$ cat config.mk
export PLATFORM = sky130hd
export DESIGN_NAME = sdc_command_controller
export DESIGN_NICKNAME = d
export VERILOG_FILES = /design/src/rtl/sdc_pkg.sv /design/src/rtl/sdc_command_controller.sv
export SDC_FILE = /design/constraint.sdc
export NUM_CORES = 1
export LEC_CHECK = 0
export BUFFER_PORTS_ARGS = -buffer_cell sky130_fd_sc_hd__buf_4
export CAP_MARGIN = 20
export CORE_ASPECT_RATIO = 1.1
export CORE_MARGIN = 1.5
export CORE_UTILIZATION = 52
export DETAILED_ROUTE_END_ITERATION = 16
export PLACE_DENSITY_LB_ADDON = 0.25
export SETUP_SLACK_MARGIN = 0.4
export SYNTH_ARGS = -nofsm -noshare
export SYNTH_HDL_FRONTEND = slang
export SYNTH_SLANG_ARGS = --single-unit
export TNS_END_PERCENT = 5
$ cat constraint.sdc
create_clock -name i_clk -period 2 [get_ports i_clk]
set_input_delay 0.1 -clock i_clk [delete_from_list [all_inputs] [get_ports i_clk]]
set_output_delay 0.1 -clock i_clk [all_outputs]
set_load 0.05 [all_outputs]
$ cat src/rtl/sdc_pkg.sv
// Purpose: constants and types shared by the memory command controller
// Assumes: one core clock at 40 MHz
// Notes:   command codes are {bank_sel_n, row_n, col_n, write_n}
package sdc_pkg;
    localparam int unsigned CORE_CLK_HZ     = 40_000_000;
    localparam int unsigned MEM_CLK_MAX_HZ  = 100_000_000;
    localparam int unsigned ROW_BITS        = 13;
    localparam int unsigned COL_BITS        = 11;
    localparam int unsigned BANK_BITS       = 2;
    localparam int unsigned ADDR_BITS       = 15;
    localparam int unsigned SEL_BITS        = 4;
    localparam int unsigned TRAS_W          = 4;
    localparam int unsigned T3_W            = 3;
    localparam int unsigned CL_W            = 2;
    localparam int unsigned REF_W           = 16;
    localparam int unsigned CNT_W           = 6;
    localparam int unsigned PG_W            = 2;
    localparam int unsigned ADDR_TEN        = 10;
    localparam int unsigned BANK_LO         = 13;
    localparam logic [CNT_W-1:0] T_MRD      = 6'h02;
    localparam logic [CNT_W-1:0] T_DRD_BASE = 6'h02;
    localparam logic [CNT_W-1:0] T_XSR_BASE = 6'h02;
    localparam logic [CNT_W-1:0] CNT_ONE    = 6'h01;
    localparam logic [3:0] CMD_MODE_SET     = 4'h0;
    localparam logic [3:0] CMD_ACTIVATE     = 4'h3;
    localparam logic [3:0] CMD_PRECHARGE    = 4'h2;
    localparam logic [3:0] CMD_REFRESH      = 4'h1;
    localparam logic [3:0] CMD_READ         = 4'h5;
    localparam logic [3:0] CMD_WRITE        = 4'h4;
    localparam logic [3:0] CMD_DESELECT     = 4'hf;
    localparam logic [3:0] CMD_SELF_REFRESH_COMMAND_ENTRY   = 4'h1;
    // burst length one, sequential, latency in bits 5:4
    localparam logic [ADDR_BITS-1:0] MODE_BASE = 15'h0000;
    localparam int unsigned MODE_CL_LO      = 4;

    typedef enum logic [3:0] {
        SDC_MODE, SDC_MODE_WAIT, SDC_IDLE, SDC_PRECHG, SDC_ACT,
        SDC_RW, SDC_DUMMY, SDC_REFRESH, SDC_SELF_REFRESH_COMMAND, SDC_SELF_REFRESH_COMMAND_EXIT, SDC_WAIT
    } sdc_state_t;
endpackage : sdc_pkg

$ cat src/rtl/sdc_command_controller.sv
// Purpose: converts core request strobes into pulsed memory commands
// Assumes: one clock, memory clock derived by enable; one request at a time
// Notes:   row held open until off-page, refresh or self refresh
// Summary of operation
// (RULE1) command interface runs on memory clock, at most 100 MHz
// (RULE2) core request strobes become pulsed standard memory commands
// (RULE3) acknowledge withheld during activate, precharge and refresh overhead
// (RULE4) act only when address bank is assigned to memory
// (RULE5) one outstanding address; next access never overlaps current
// (RULE6) first access multiplexes row then column; 13 row, 11 column lines
// (RULE7) bank number driven on address lines 14 and 13
// (RULE8) divider gives memory clock at full or half core rate
// (RULE9) command and address logic independent of data width
// (RULE10) page sizes 256, 512, 1024, 2048 words supported
// (RULE11) mode set, activate, precharge all, refresh strobe encodings
// (RULE12) read 1,0,1; write 1,0,0 with address ten low; deselect
// (RULE13) self refresh entry drops clock enable; exit with deselect
// (RULE14) commands sampled on memory clock, clock enable may change freely
// (RULE15) no power down, clock suspend or auto precharge issued
// (RULE16) timing fields and fixed dummy read, mode, exit times
// (RULE17) commands, addresses and data captured on rising memory clock
// (RULE18) rate bit set gives full core rate, cleared half rate
// (RULE19) memory clock driven only for processor id 0 or 1, or sync flag
// (RULE20) bus clock depends only on input clock and doubling pin
// (RULE21) interface sampled with core clock cycles
// (RULE22) wait, refresh count and control settings configure interface
// (RULE23) mode register gets burst length one, sequential type
// (RULE24) data mask high during mode set and precharge all only
// (RULE25) two banks use line 14; four use 13 and 14
// (RULE26) open row kept until off-page, refresh or self refresh
`timescale 1ns/1ps
module sdc_command_controller
    import sdc_pkg::*;
#(
    parameter int unsigned ADDR_W = 24
)(
    input  wire logic                  i_clk,
    input  wire logic                  i_reset_n,
    input  wire logic                  i_req,
    input  wire logic                  i_we,
    input  wire logic [ADDR_W-1:0]     i_addr,
    input  wire logic [SEL_BITS-1:0]   i_bank_hit,
    input  wire logic [SEL_BITS-1:0]   i_bank_enable,
    input  wire logic                  i_mem_clock_rate_bit,
    input  wire logic                  i_clock_doubling_pin_n,
    input  wire logic [2:0]            i_proc_id,
    input  wire logic                  i_bus_sync_flag,
    input  wire logic [TRAS_W-1:0]     i_tras,
    input  wire logic [T3_W-1:0]       i_trcd,
    input  wire logic [T3_W-1:0]       i_trp,
    input  wire logic [CL_W-1:0]       i_cas_latency,
    input  wire logic [PG_W-1:0]       i_page_size,
    input  wire logic                  i_four_banks,
    input  wire logic [REF_W-1:0]      i_refresh_count_register, // see RULE22
    input  wire logic                  i_self_refresh_req,
    output logic                       o_ack,
    output logic                       o_mem_clock_out,
    output logic                       o_mem_clock_oe,
    output logic                       o_external_bus_clock,
    output logic                       o_mem_clock_enable_line,
    output logic [SEL_BITS-1:0]        o_bank_select_lines_n,
    output logic                       o_row_strobe_n,
    output logic                       o_col_strobe_n,
    output logic                       o_mem_write_strobe_n,
    output logic [ADDR_BITS-1:0]       o_addr,
    output logic                       o_dqm,
    output logic                       o_in_self_refresh
);
    sdc_state_t state_ff, nxt_state;
    logic              clk_div_ff, dbl_meta_ff, dbl_ff, bus_div_ff;
    logic              mclk_en;
    logic [CNT_W-1:0]  cnt_ff, nxt_cnt;
    logic [REF_W-1:0]  ref_ff;
    logic              ref_pend_ff, row_open_ff, we_ff;
    logic [ADDR_W-1:0] addr_ff;
    logic [ADDR_W-1:0] open_ff;
    logic [3:0]        cmd_ff, nxt_cmd;
    logic [ADDR_BITS-1:0] maddr_ff, nxt_maddr;
    logic              cke_ff, nxt_cke, ack_ff, nxt_ack;
    logic [SEL_BITS-1:0] sel_ff, nxt_sel;

    // full rate when rate bit set, else half rate enable (see RULE8) (see RULE18) (see RULE1)
    assign mclk_en = i_mem_clock_rate_bit | clk_div_ff;
    // half rate rises midway between command updates (see RULE17) (see RULE14)
    assign o_mem_clock_out = i_mem_clock_rate_bit ? i_clk : clk_div_ff;

    // column width follows page size 256..2048 (see RULE10) (see RULE9)
    wire [COL_BITS-1:0] col_mask = COL_BITS'((11'h100 << i_page_size) - 11'h001);
    wire [COL_BITS-1:0] col_addr = addr_ff[COL_BITS-1:0] & col_mask;
    wire [1:0] bank_w = i_four_banks ? 2'h2 : 2'h1;
    wire [ROW_BITS-1:0] row_addr = ROW_BITS'(addr_ff >> (8 + i_page_size + bank_w));
    // bank bits sit just above the column, so consecutive pages rotate banks
    wire [BANK_BITS-1:0] bank_raw = BANK_BITS'(addr_ff >> (8 + i_page_size));
    // two banks use only line 14 (see RULE25) (see RULE7)
    wire [BANK_BITS-1:0] bank = i_four_banks ? bank_raw : {bank_raw[0], 1'b0};
    wire hit = |(i_bank_hit & i_bank_enable);                       // see RULE4
    wire same_page = row_open_ff &&
                     ((i_addr >> (8 + i_page_size)) == (open_ff >> (8 + i_page_size))); // see RULE26
    wire [ADDR_BITS-1:0] row_word = {bank, ROW_BITS'(0)} | ADDR_BITS'(row_addr);
    // column bit 10 moves to line 11, line 10 stays low for read and write
    wire [ADDR_BITS-1:0] col_word = {bank, ROW_BITS'(0)}
                                    | ADDR_BITS'({col_addr[COL_BITS-1], 1'b0, col_addr[ADDR_TEN-1:0]}); // see RULE12 (see RULE15)
    wire [ADDR_BITS-1:0] mode_word = MODE_BASE | (ADDR_BITS'(i_cas_latency) << MODE_CL_LO); // see RULE23
    wire [CNT_W-1:0] t_trc = CNT_W'(i_tras) + CNT_W'(i_trp);
    wire [CNT_W-1:0] t_drd = T_DRD_BASE + CNT_W'(i_cas_latency);   // see RULE16
    wire ref_due = (ref_ff == '0);
    wire clk_allowed = (i_proc_id <= 3'h1) | i_bus_sync_flag;      // see RULE19

    always_ff @(posedge i_clk or negedge i_reset_n)
    begin
        if (!i_reset_n)
        begin
            clk_div_ff  <= 1'b0;
            dbl_meta_ff <= 1'b1;
            dbl_ff      <= 1'b1;
            bus_div_ff  <= 1'b0;
            o_mem_clock_oe       <= 1'b0;
            o_external_bus_clock <= 1'b0;
        end
        else
        begin
            clk_div_ff  <= ~clk_div_ff;
            dbl_meta_ff <= i_clock_doubling_pin_n;
            dbl_ff      <= dbl_meta_ff;
            bus_div_ff  <= ~bus_div_ff;
            o_mem_clock_oe       <= clk_allowed;                    // see RULE19
            // bus clock from input clock and doubling pin only, slower when doubled (see RULE20)
            o_external_bus_clock <= dbl_ff ? ~o_external_bus_clock : (o_external_bus_clock ^ bus_div_ff);
        end
    end

    always_ff @(posedge i_clk or negedge i_reset_n)
    begin
        if (!i_reset_n)
            ref_ff <= '1;
        else if (mclk_en)
            ref_ff <= (ref_due || state_ff == SDC_REFRESH || state_ff == SDC_MODE) ?
                      i_refresh_count_register : ref_ff - 1'b1;     // see RULE16
    end

    always_comb
    begin
        nxt_state = state_ff;
        nxt_cnt   = (cnt_ff != '0) ? cnt_ff - 1'b1 : cnt_ff;
        nxt_cmd   = CMD_DESELECT;
        nxt_sel   = '1;
        nxt_maddr = maddr_ff;
        nxt_cke   = cke_ff;
        nxt_ack   = 1'b0;
        case (state_ff)
            SDC_MODE:
            begin
                nxt_cmd   = CMD_MODE_SET;                           // see RULE11
                nxt_sel   = '0;
                nxt_maddr = mode_word;
                nxt_cnt   = T_MRD;
                nxt_state = SDC_WAIT;
            end
            SDC_IDLE:
            begin
                if (ref_pend_ff || i_self_refresh_req)
                    nxt_state = row_open_ff ? SDC_PRECHG : (i_self_refresh_req ? SDC_SELF_REFRESH_COMMAND : SDC_REFRESH);
                else if (i_req && hit && !o_ack)                    // see RULE5
                    nxt_state = same_page ? SDC_RW : (row_open_ff ? SDC_PRECHG : SDC_ACT); // see RULE26
            end
            SDC_PRECHG:
            begin
                nxt_cmd   = CMD_PRECHARGE;                          // see RULE11 (see RULE3)
                nxt_sel   = '0;
                nxt_maddr = ADDR_BITS'(1) << ADDR_TEN;              // see RULE11
                nxt_cnt   = CNT_W'(i_trp);
                nxt_state = SDC_WAIT;
            end
            SDC_ACT:
            begin
                nxt_cmd   = CMD_ACTIVATE;                           // see RULE6 (see RULE11)
                nxt_sel   = '0;
                nxt_maddr = row_word;
                nxt_cnt   = CNT_W'(i_trcd);
                nxt_state = SDC_WAIT;
            end
            SDC_RW:
            begin
                nxt_cmd   = we_ff ? CMD_WRITE : CMD_READ;           // see RULE12 (see RULE2)
                nxt_sel   = '0;
                nxt_maddr = col_word;
                nxt_ack   = we_ff;
                nxt_cnt   = t_drd;
                nxt_state = we_ff ? SDC_IDLE : SDC_DUMMY;
            end
            SDC_DUMMY:
            begin
                if (cnt_ff <= CNT_ONE)
                begin
                    nxt_ack   = 1'b1;
                    nxt_state = SDC_IDLE;
                end
            end
            SDC_REFRESH:
            begin
                nxt_cmd   = CMD_REFRESH;                            // see RULE11 (see RULE3)
                nxt_sel   = '0;
                nxt_cnt   = t_trc;
                nxt_state = SDC_WAIT;
            end
            SDC_SELF_REFRESH_COMMAND:
            begin
                if (cke_ff)
                begin
                    nxt_cmd = CMD_SELF_REFRESH_COMMAND_ENTRY;                       // see RULE13
                    nxt_sel = '0;
                    nxt_cke = 1'b0;
                end
                else if (!i_self_refresh_req)
                begin
                    nxt_cke   = 1'b1;                               // see RULE13
                    nxt_cnt   = T_XSR_BASE + t_trc;                 // see RULE16
                    nxt_state = SDC_WAIT;
                end
            end
            SDC_WAIT:
            begin
                if (cnt_ff <= CNT_ONE)
                    nxt_state = SDC_IDLE;
            end
            default:
                nxt_state = SDC_IDLE;
        endcase
    end

    always_ff @(posedge i_clk or negedge i_reset_n)
    begin
        if (!i_reset_n)
        begin
            state_ff    <= SDC_MODE;
            cnt_ff      <= '0;
            cmd_ff      <= CMD_DESELECT;
            sel_ff      <= '1;
            maddr_ff    <= '0;
            cke_ff      <= 1'b1;
            ack_ff      <= 1'b0;
            ref_pend_ff <= 1'b0;
            row_open_ff <= 1'b0;
            we_ff       <= 1'b0;
            addr_ff     <= '0;
            open_ff     <= '0;
        end
        else if (mclk_en)                                           // see RULE21
        begin
            state_ff <= nxt_state;
            cnt_ff   <= nxt_cnt;
            cmd_ff   <= nxt_cmd;
            sel_ff   <= nxt_sel;
            maddr_ff <= nxt_maddr;
            cke_ff   <= nxt_cke;
            ack_ff   <= nxt_ack;
            // set wins over clear of a pending refresh
            ref_pend_ff <= ref_due | (ref_pend_ff & (state_ff != SDC_REFRESH));
            if (state_ff == SDC_IDLE && i_req && hit && !o_ack)
            begin
                addr_ff <= i_addr;
                we_ff   <= i_we;
            end
            if (state_ff == SDC_ACT)
            begin
                row_open_ff <= 1'b1;
                open_ff     <= addr_ff;
            end
            else if (state_ff == SDC_PRECHG)
                row_open_ff <= 1'b0;
        end
        else
            ack_ff <= 1'b0;
    end

    assign o_ack                   = ack_ff;                        // see RULE3
    assign o_mem_clock_enable_line = cke_ff;
    assign o_bank_select_lines_n   = sel_ff | {SEL_BITS{cmd_ff[3]}};
    assign o_row_strobe_n          = cmd_ff[2];
    assign o_col_strobe_n          = cmd_ff[1];
    assign o_mem_write_strobe_n    = cmd_ff[0];
    assign o_addr                  = maddr_ff;
    assign o_dqm                   = (sel_ff == '0) &&
                                     (cmd_ff == CMD_MODE_SET || cmd_ff == CMD_PRECHARGE); // see RULE24
    assign o_in_self_refresh       = ~cke_ff;

    AST_DQM_ONLY_MS_PRE: assert property (@(posedge i_clk) disable iff (!i_reset_n) // see RULE24
        o_dqm |-> (o_row_strobe_n == 1'b0 && o_mem_write_strobe_n == 1'b0))
        else $error("mask high outside mode set or precharge");
    AST_READ_ADDR_TEN_LOW: assert property (@(posedge i_clk) disable iff (!i_reset_n) // see RULE12
        (o_bank_select_lines_n == '0 && o_row_strobe_n && !o_col_strobe_n) |-> !o_addr[ADDR_TEN])
        else $error("read or write with address ten high");
    AST_PRE_ADDR_TEN_HIGH: assert property (@(posedge i_clk) disable iff (!i_reset_n) // see RULE11
        (o_bank_select_lines_n == '0 && !o_row_strobe_n && o_col_strobe_n && !o_mem_write_strobe_n)
        |-> o_addr[ADDR_TEN])
        else $error("precharge without address ten");
    AST_CLK_OE: assert property (@(posedge i_clk) disable iff (!i_reset_n) // see RULE19
        (i_proc_id > 3'h1 && !i_bus_sync_flag) |=> !o_mem_clock_oe)
        else $error("memory clock driven in multiprocessor case");
    AST_SELF_REFRESH_COMMAND_ENTRY: assert property (@(posedge i_clk) disable iff (!i_reset_n) // see RULE13
        $fell(o_mem_clock_enable_line) |-> (o_bank_select_lines_n == '0 && !o_row_strobe_n
        && !o_col_strobe_n && o_mem_write_strobe_n))
        else $error("bad self refresh entry");
    AST_SELF_REFRESH_COMMAND_EXIT: assert property (@(posedge i_clk) disable iff (!i_reset_n) // see RULE13
        $rose(o_mem_clock_enable_line) |-> o_bank_select_lines_n == '1)
        else $error("self refresh exit not deselected");
    AST_NO_ACK_IN_OVERHEAD: assert property (@(posedge i_clk) disable iff (!i_reset_n) // see RULE3
        (state_ff == SDC_PRECHG || state_ff == SDC_ACT || state_ff == SDC_REFRESH) |-> !o_ack)
        else $error("acknowledge during overhead");
    AST_FULL_RATE: assert property (@(negedge i_clk) disable iff (!i_reset_n) // see RULE18
        (i_mem_clock_rate_bit && $past(i_mem_clock_rate_bit)) |-> o_mem_clock_out)
        else $error("memory clock not at core rate");
    COV_WRITE: cover property (@(posedge i_clk) disable iff (!i_reset_n) state_ff == SDC_RW && we_ff);
    COV_READ: cover property (@(posedge i_clk) disable iff (!i_reset_n) state_ff == SDC_DUMMY ##1 o_ack);
    COV_REFRESH: cover property (@(posedge i_clk) disable iff (!i_reset_n) state_ff == SDC_REFRESH);
    COV_SELF_REFRESH_COMMAND: cover property (@(posedge i_clk) disable iff (!i_reset_n) $fell(o_mem_clock_enable_line));
endmodule : sdc_command_controller

==> impl_metrics.ini, run 1 <==
[logic_synthesis]
synth_edf_count = 0
yosysTopAreaCell = dfrtp_1
synth_area_mm2 = 0.006063
ys_ff_latch = 97
synthCells = 573
yosysMostFrequentCell = dfrtp_1
yosys-top-cells-count = dfrtp_1, nand2_1, mux2i_1, mux2_2, nor2_1
yosysTopAreaCellShare = 0.3013
synthFlopType = dfrtp_1
synth.distinct_cells = 82
postSynthNetCount = 658
syn_avg_cell_area_um2 = 10.58
synth_area_leaders = dfrtp_1, dfstp_2, mux2i_1
yosys_warnings = 0
async_flop_share = 1.000
ys_seq_area_frac = 0.4053

[cells_and_area]
final_nets = 850
drive_gt1_frac = 0.4005
syn2layout_area_growth_pct = 39.60
final_area_mm2 = 0.008464
diodes = 0
post-route-util = 0.7399

[timing]
relSlewSlack = 0.6550
period_share = 0.9611
worstMarginPinSlew_ps = 517.6
tns_ps = 0
rsz0062_at_grt = yes
max_clock_freq_mhz = 520.3
hold_viol = 0
finalSetupViolCount = 0
fin_skew_ps = 5.380
slew_violations = 0
final.min_clock_period_ps = 1922

[clock_network]
clock_latency_ps = 470
clkTransAtPathRegs_ps = 70
cts_tree = built

[critical_path]
crit_required_ps = 2400
crit_type = reg -> reg
crit_arrival_ps = 2320
cp-end-kind = register
path_max_fanout = 22
worstSetupStartpointType = register

[global_routing]
grt_max_degree = 47
track_usage = 0.2779
grt_pass1_wl_um = 26550
first_global_vias = 5475
antenna_found_initial = 0
grt-ovfl-total = 0

[detailed_routing]
firstDrtPassIters = 4
post-route-drc-count = 0
via_per_inst = 5.974
wl_um = 16430
antenna_left = 0
route.detailed.wl_per_inst_um = 17.88
drt_iter0_drc = 352
dr_total_vias = 5490

[power]
vdd_drop_max_mv = 0.7989
pwr_density_cell_mw_per_mm2 = 1464
p_leak_uw = 0.003724

[floorplan]
die_x_um = 106.0
start_util = 0.5300
dieArea_mm2 = 0.01232
core-area_mm2 = 0.01144
placementRows = 41
io_pins = 103
die_h_um = 116.3

[job]
cap_violations = 0

[placed_design]
gp_congestion = 0.9507
place_area_mm2 = 0.007257
hpwlAfterDp_um = 11140
io_buffers = 101

[status]
status = complete, no violations

[worst_hold_path]
hp-class = in -> reg
registers in the layout (all words and copies together) (netlist names), 4 cells and up:
signal,count
o_addr,15
addr_ff,24
cmd_ff,4
ref_ff,16
cnt_ff,6
state_ff,4
open_ff,16
metrics by stage:
| stage | setup WS (ps) | power [µW] | instances | hold slack, ps |
|---|---|---|---|---|
| after floorplan | 2.352 | 7624 | 573 | -195.6 |
| after global placement | -91.09 | 9055 | 835 | 101.2 |
| after detailed placement | -135.7 | 9298 | 835 | 109.8 |
| after CTS | 150.0 | 12240 | 915 | 20.39 |
| after global routing | 18.64 | 13120 | 919 | 61.14 |
| final | 77.90 | 12390 | 919 | 31.00 |
report_power, final:
group | total, µW | leakage, µW | switching [µW] | internal, µW
logic | 6210 | 0.00236 | 3170 | 3040
clock network | 2340 | 0.000213 | 825 | 1520
registers | 3840 | 0.00115 | 868 | 2970
timing repair:
item	CTS	global route
hold buffers	44	0
pin swaps	13	5
setup buffers	18	4
endpoints found under the setup margin	86	91
endpoints found under the hold margin	78	0
resized for setup	39	6
cell type report:
cell class | instances | area, µm²
Sequential cell | 97 | 2462
Fill cell | 768 | 2975
Clock buffer | 14 | 321.6
Clock inverter | 5 | 103.9
Multi-Input combinational cell | 420 | 3498
Timing Repair Buffer | 215 | 1810
Inverter | 18 | 80.08
Tap cell | 150 | 187.7
metal layers:
metal  wire length (µm)  part of all wire  up-vias  GRT usage
met3                833             0.051       61    0.04799
met2               8277              0.50      208     0.4736
met4                699             0.043        0     0.1640
met5                  0                 0        -          0
met1               6622              0.40     2684     0.3345
li1                   -                 -     2537          -
worst paths after layout:
path	from	endpoint	slack, ps	cells after the start
worst min-delay path	i_trp[2]	cnt_ff[2]$_DFFE_PN0N_	30	4
worst min register to register	dbl_meta_ff$_DFF_PN1_	dbl_ff$_DFF_PN1_	360	0
min in group asynchronous	i_reset_n	open_ff[8]$_DFFE_PN0P_	160	2
max in group asynchronous	i_reset_n	dbl_ff$_DFF_PN1_	1170	3
worst max register to register	state_ff[1]$_DFFE_PN0P_	ref_ff[5]$_DFFE_PN1N_	80	6
worst max-delay path	state_ff[1]$_DFFE_PN0P_	ref_ff[5]$_DFFE_PN1N_	80	6
critical path, stage by stage, from the launching register on:
cell and delay (ps):
dfrtp_1 390, buf_12 160, and3_1 150, o21a_1 250, a41oi_4 350, mux2_1 360
o22a_1 200
cells by family after synthesis:
group / share of synthesized area
adders and majority gates: 0.02518
muxes: 0.1789
buffers and inverters: 0.04808
and+or+nand+nor: 0.1523
xor gates and xnor gates: 0.02745
DFF: 0.4053
AOI/OAI and AO/OA: 0.1628
placed cells by master (no fill, tap or decap), drive strengths merged, types with 6 or more instances in the layout:
cell           n
nor4           8
mux2          45
dfstp         24
nand4         10
nor3          14
mux4          11
a21oi         23
clkbuf        13
o211ai         6
inv           18
nand2         44
dlygate4sd3   44
o21a           6
a22o          11
mux2i         33
o21ai         33
nor2          27
and3           6
a22oi          7
ha             9
buf          172
o31ai          6
dfrtp         73
nand3         14
xnor2         17
(Power assumes the default switching activity.)
==> run 2: changes to the inputs <==
- CORE_MARGIN: 1.5 -> 5
- PLACE_DENSITY: default -> 0.87
- PLACE_DENSITY_LB_ADDON: 0.25 -> default
==> impl_metrics.ini, run 2 (synthesis gave the netlist of run 1 again) <==
[cells_and_area]
nFillCells = 711
layout_commonest_cell = buf_4
final_nets = 858
drive_gt1_frac = 0.4100
final_cell_mix = buf_4, dfrtp_1, dlygate4sd3_1, nand2_1, mux2i_1
top_regs = addr_ff: 24 flops, open_ff: 16 flops, ref_ff: 16 flops
post-route-util = 0.7434
multi_input_area_mm2 = 0.003496
diodes = 0
top_register = addr_ff
syn2layout_area_growth_pct = 40.26
largest_register_ffs = 24
regArea_mm2 = 0.002464
fin_cells = 928

[critical_path]
rrSetupSlack_ps = 70
worstSetupStartpointType = register
crit_type = reg -> reg
path_max_fanout = 6
timing.rr.end = state_ff[3]$_DFFE_PN0P_
cp-end-kind = register
cp_slowest_stage_delay_ps = 590
r2r_cells = 6
crit_end = state_ff[3]$_DFFE_PN0P_
crit_arrival_ps = 2260
crit_required_ps = 2340
cp_slowest_cell = or4_4
crit_path_start = cnt_ff[2]$_DFFE_PN0N_
crit_chain = or4_4, o221ai_4, o2111ai_4, buf_6, o21ai_1, o31ai_1
r2r-start = cnt_ff[2]$_DFFE_PN0N_

[status]
violations = hold timing
status = finished with violations

[power]
total_power_uw = 12620
sequentialPowerShare = 0.306
combPwrFrac = 0.504
p_int_uw = 7578
swShare = 0.3994
power.switching_uw = 5039
p_clk_frac = 0.189
p_leak_uw = 0.003731
pwr_density_cell_mw_per_mm2 = 1484
vdd_drop_max_mv = 0.8121

[timing]
max_clock_freq_mhz = 519.2
hold_viol = 1
tns_ps = 0
slew_violations = 0
rsz0062_at_grt = yes
finalSetupViolCount = 0
period_share = 0.9629
relSlewSlack = 0.6189
final.min_clock_period_ps = 1926
hold_ws_ps = -3.143
fin_skew_ps = 9.610
worstMarginPinSlew_ps = 571.6

[global_routing]
grt_pass1_wl_um = 28730
grt_use_met2 = 0.4548
grt_use_met3 = 0.04944
grt-busiest-layer = met2
global_route.usage.met1 = 0.3189
grt-ovfl-total = 0
first_global_vias = 5839
antenna_found_initial = 0
grt_max_degree = 42
track_usage = 0.2588

[detailed_routing]
wl_um = 17860
via_per_inst = 6.098
post-route-drc-count = 0
drt_iter0_drc = 470
firstDrtPassIters = 6
dr_total_vias = 5659
route.detailed.wl_per_inst_um = 19.24
antenna_left = 0

[job]
cap_violations = 0

[placed_design]
dp_cells = 841
gp_congestion = 0.8949
io_buffers = 101
hpwlAfterDp_um = 12090

[clock_network]
clkTransAtPathRegs_ps = 70
cts_tree = built
clock_latency_ps = 460

[floorplan]
core-area_mm2 = 0.01144
io_pins = 103
die_h_um = 123.3
die_x_um = 113.0
start_util = 0.5300
placementRows = 41
dieArea_mm2 = 0.01392

[worst_hold_path]
hp-class = in -> reg
## run 2: layout make-up
| type | instances | area share |
|---|---|---|
| Tap cell | 150 | 0.02207 |
| Timing Repair Buffer | 222 | 0.2170 |
| Clock buffer | 13 | 0.03619 |
| Clock inverter | 7 | 0.01457 |
| Multi-Input combinational cell | 421 | 0.4111 |
| Sequential cell | 97 | 0.2897 |
| Inverter | 18 | 0.009416 |
## run 2: how the worst min path moves through the flow
| stage | cells after the start | end | slack [ps] | start |
|---|---|---|---|---|
| 2_1_floorplan | 0 | addr_ff[0]$_DFFE_PN0P_ | -200 | i_reset_n |
| 3_3_place_gp | 1 | state_ff[3]$_DFFE_PN0P_ | 120 | i_reset_n |
| 3_5_place_dp | 1 | ref_pend_ff$_DFFE_PN0N_ | 130 | i_reset_n |
| 4_1_cts | 3 | ref_ff[4]$_DFFE_PN1N_ | 1 | i_refresh_count_register[4] |
| 5_1_grt | 3 | ref_ff[5]$_DFFE_PN1N_ | 10 | i_refresh_count_register[5] |
| 6_report | 3 | ref_ff[4]$_DFFE_PN1N_ | -3 | i_refresh_count_register[4] |
## run 2: metrics by stage
step	area [µm²]	worst slack (ps)
after floorplan	6100	2.352
after CTS	8328	132.6
after detailed placement	7264	-150.6
after global routing	8504	-12.46
after global placement	7264	-96.04
final	8504	74.12
## run 2: layer usage
layer	share of wire	vias to the layer above
met5	0	-
met4	0.017	0
li1	-	2557
met2	0.52	251
met1	0.40	2814
met3	0.066	37
## run 2: power by group through the flow
stage | Clock [µW] | Combinational (µW) | Sequential [µW]
finish | 2390 | 6360 | 3870
global route | 2490 | 6830 | 3990
CTS | 2400 | 5970 | 3810
detailed placement | 39.0 | 5430 | 3850
global placement | 39.0 | 5230 | 3790
floorplan | 29.6 | 3640 | 3960
## run 2: worst max-delay path: cells and delay by family (launching register included)
family,cells,cell delay [ps]
AOI/OAI and AO/OA,4,620
and+or+nand+nor,1,590
DFF,1,400
buffers and inverters,1,190
## run 2: what timing repair did
action,in CTS,in global routing
hold endpoints to repair,62,0
setup endpoints to repair,88,91
pin swaps,6,11
gates resized for setup,31,21
setup buffers,12,11
gates cloned,2,1
hold buffers,42,0
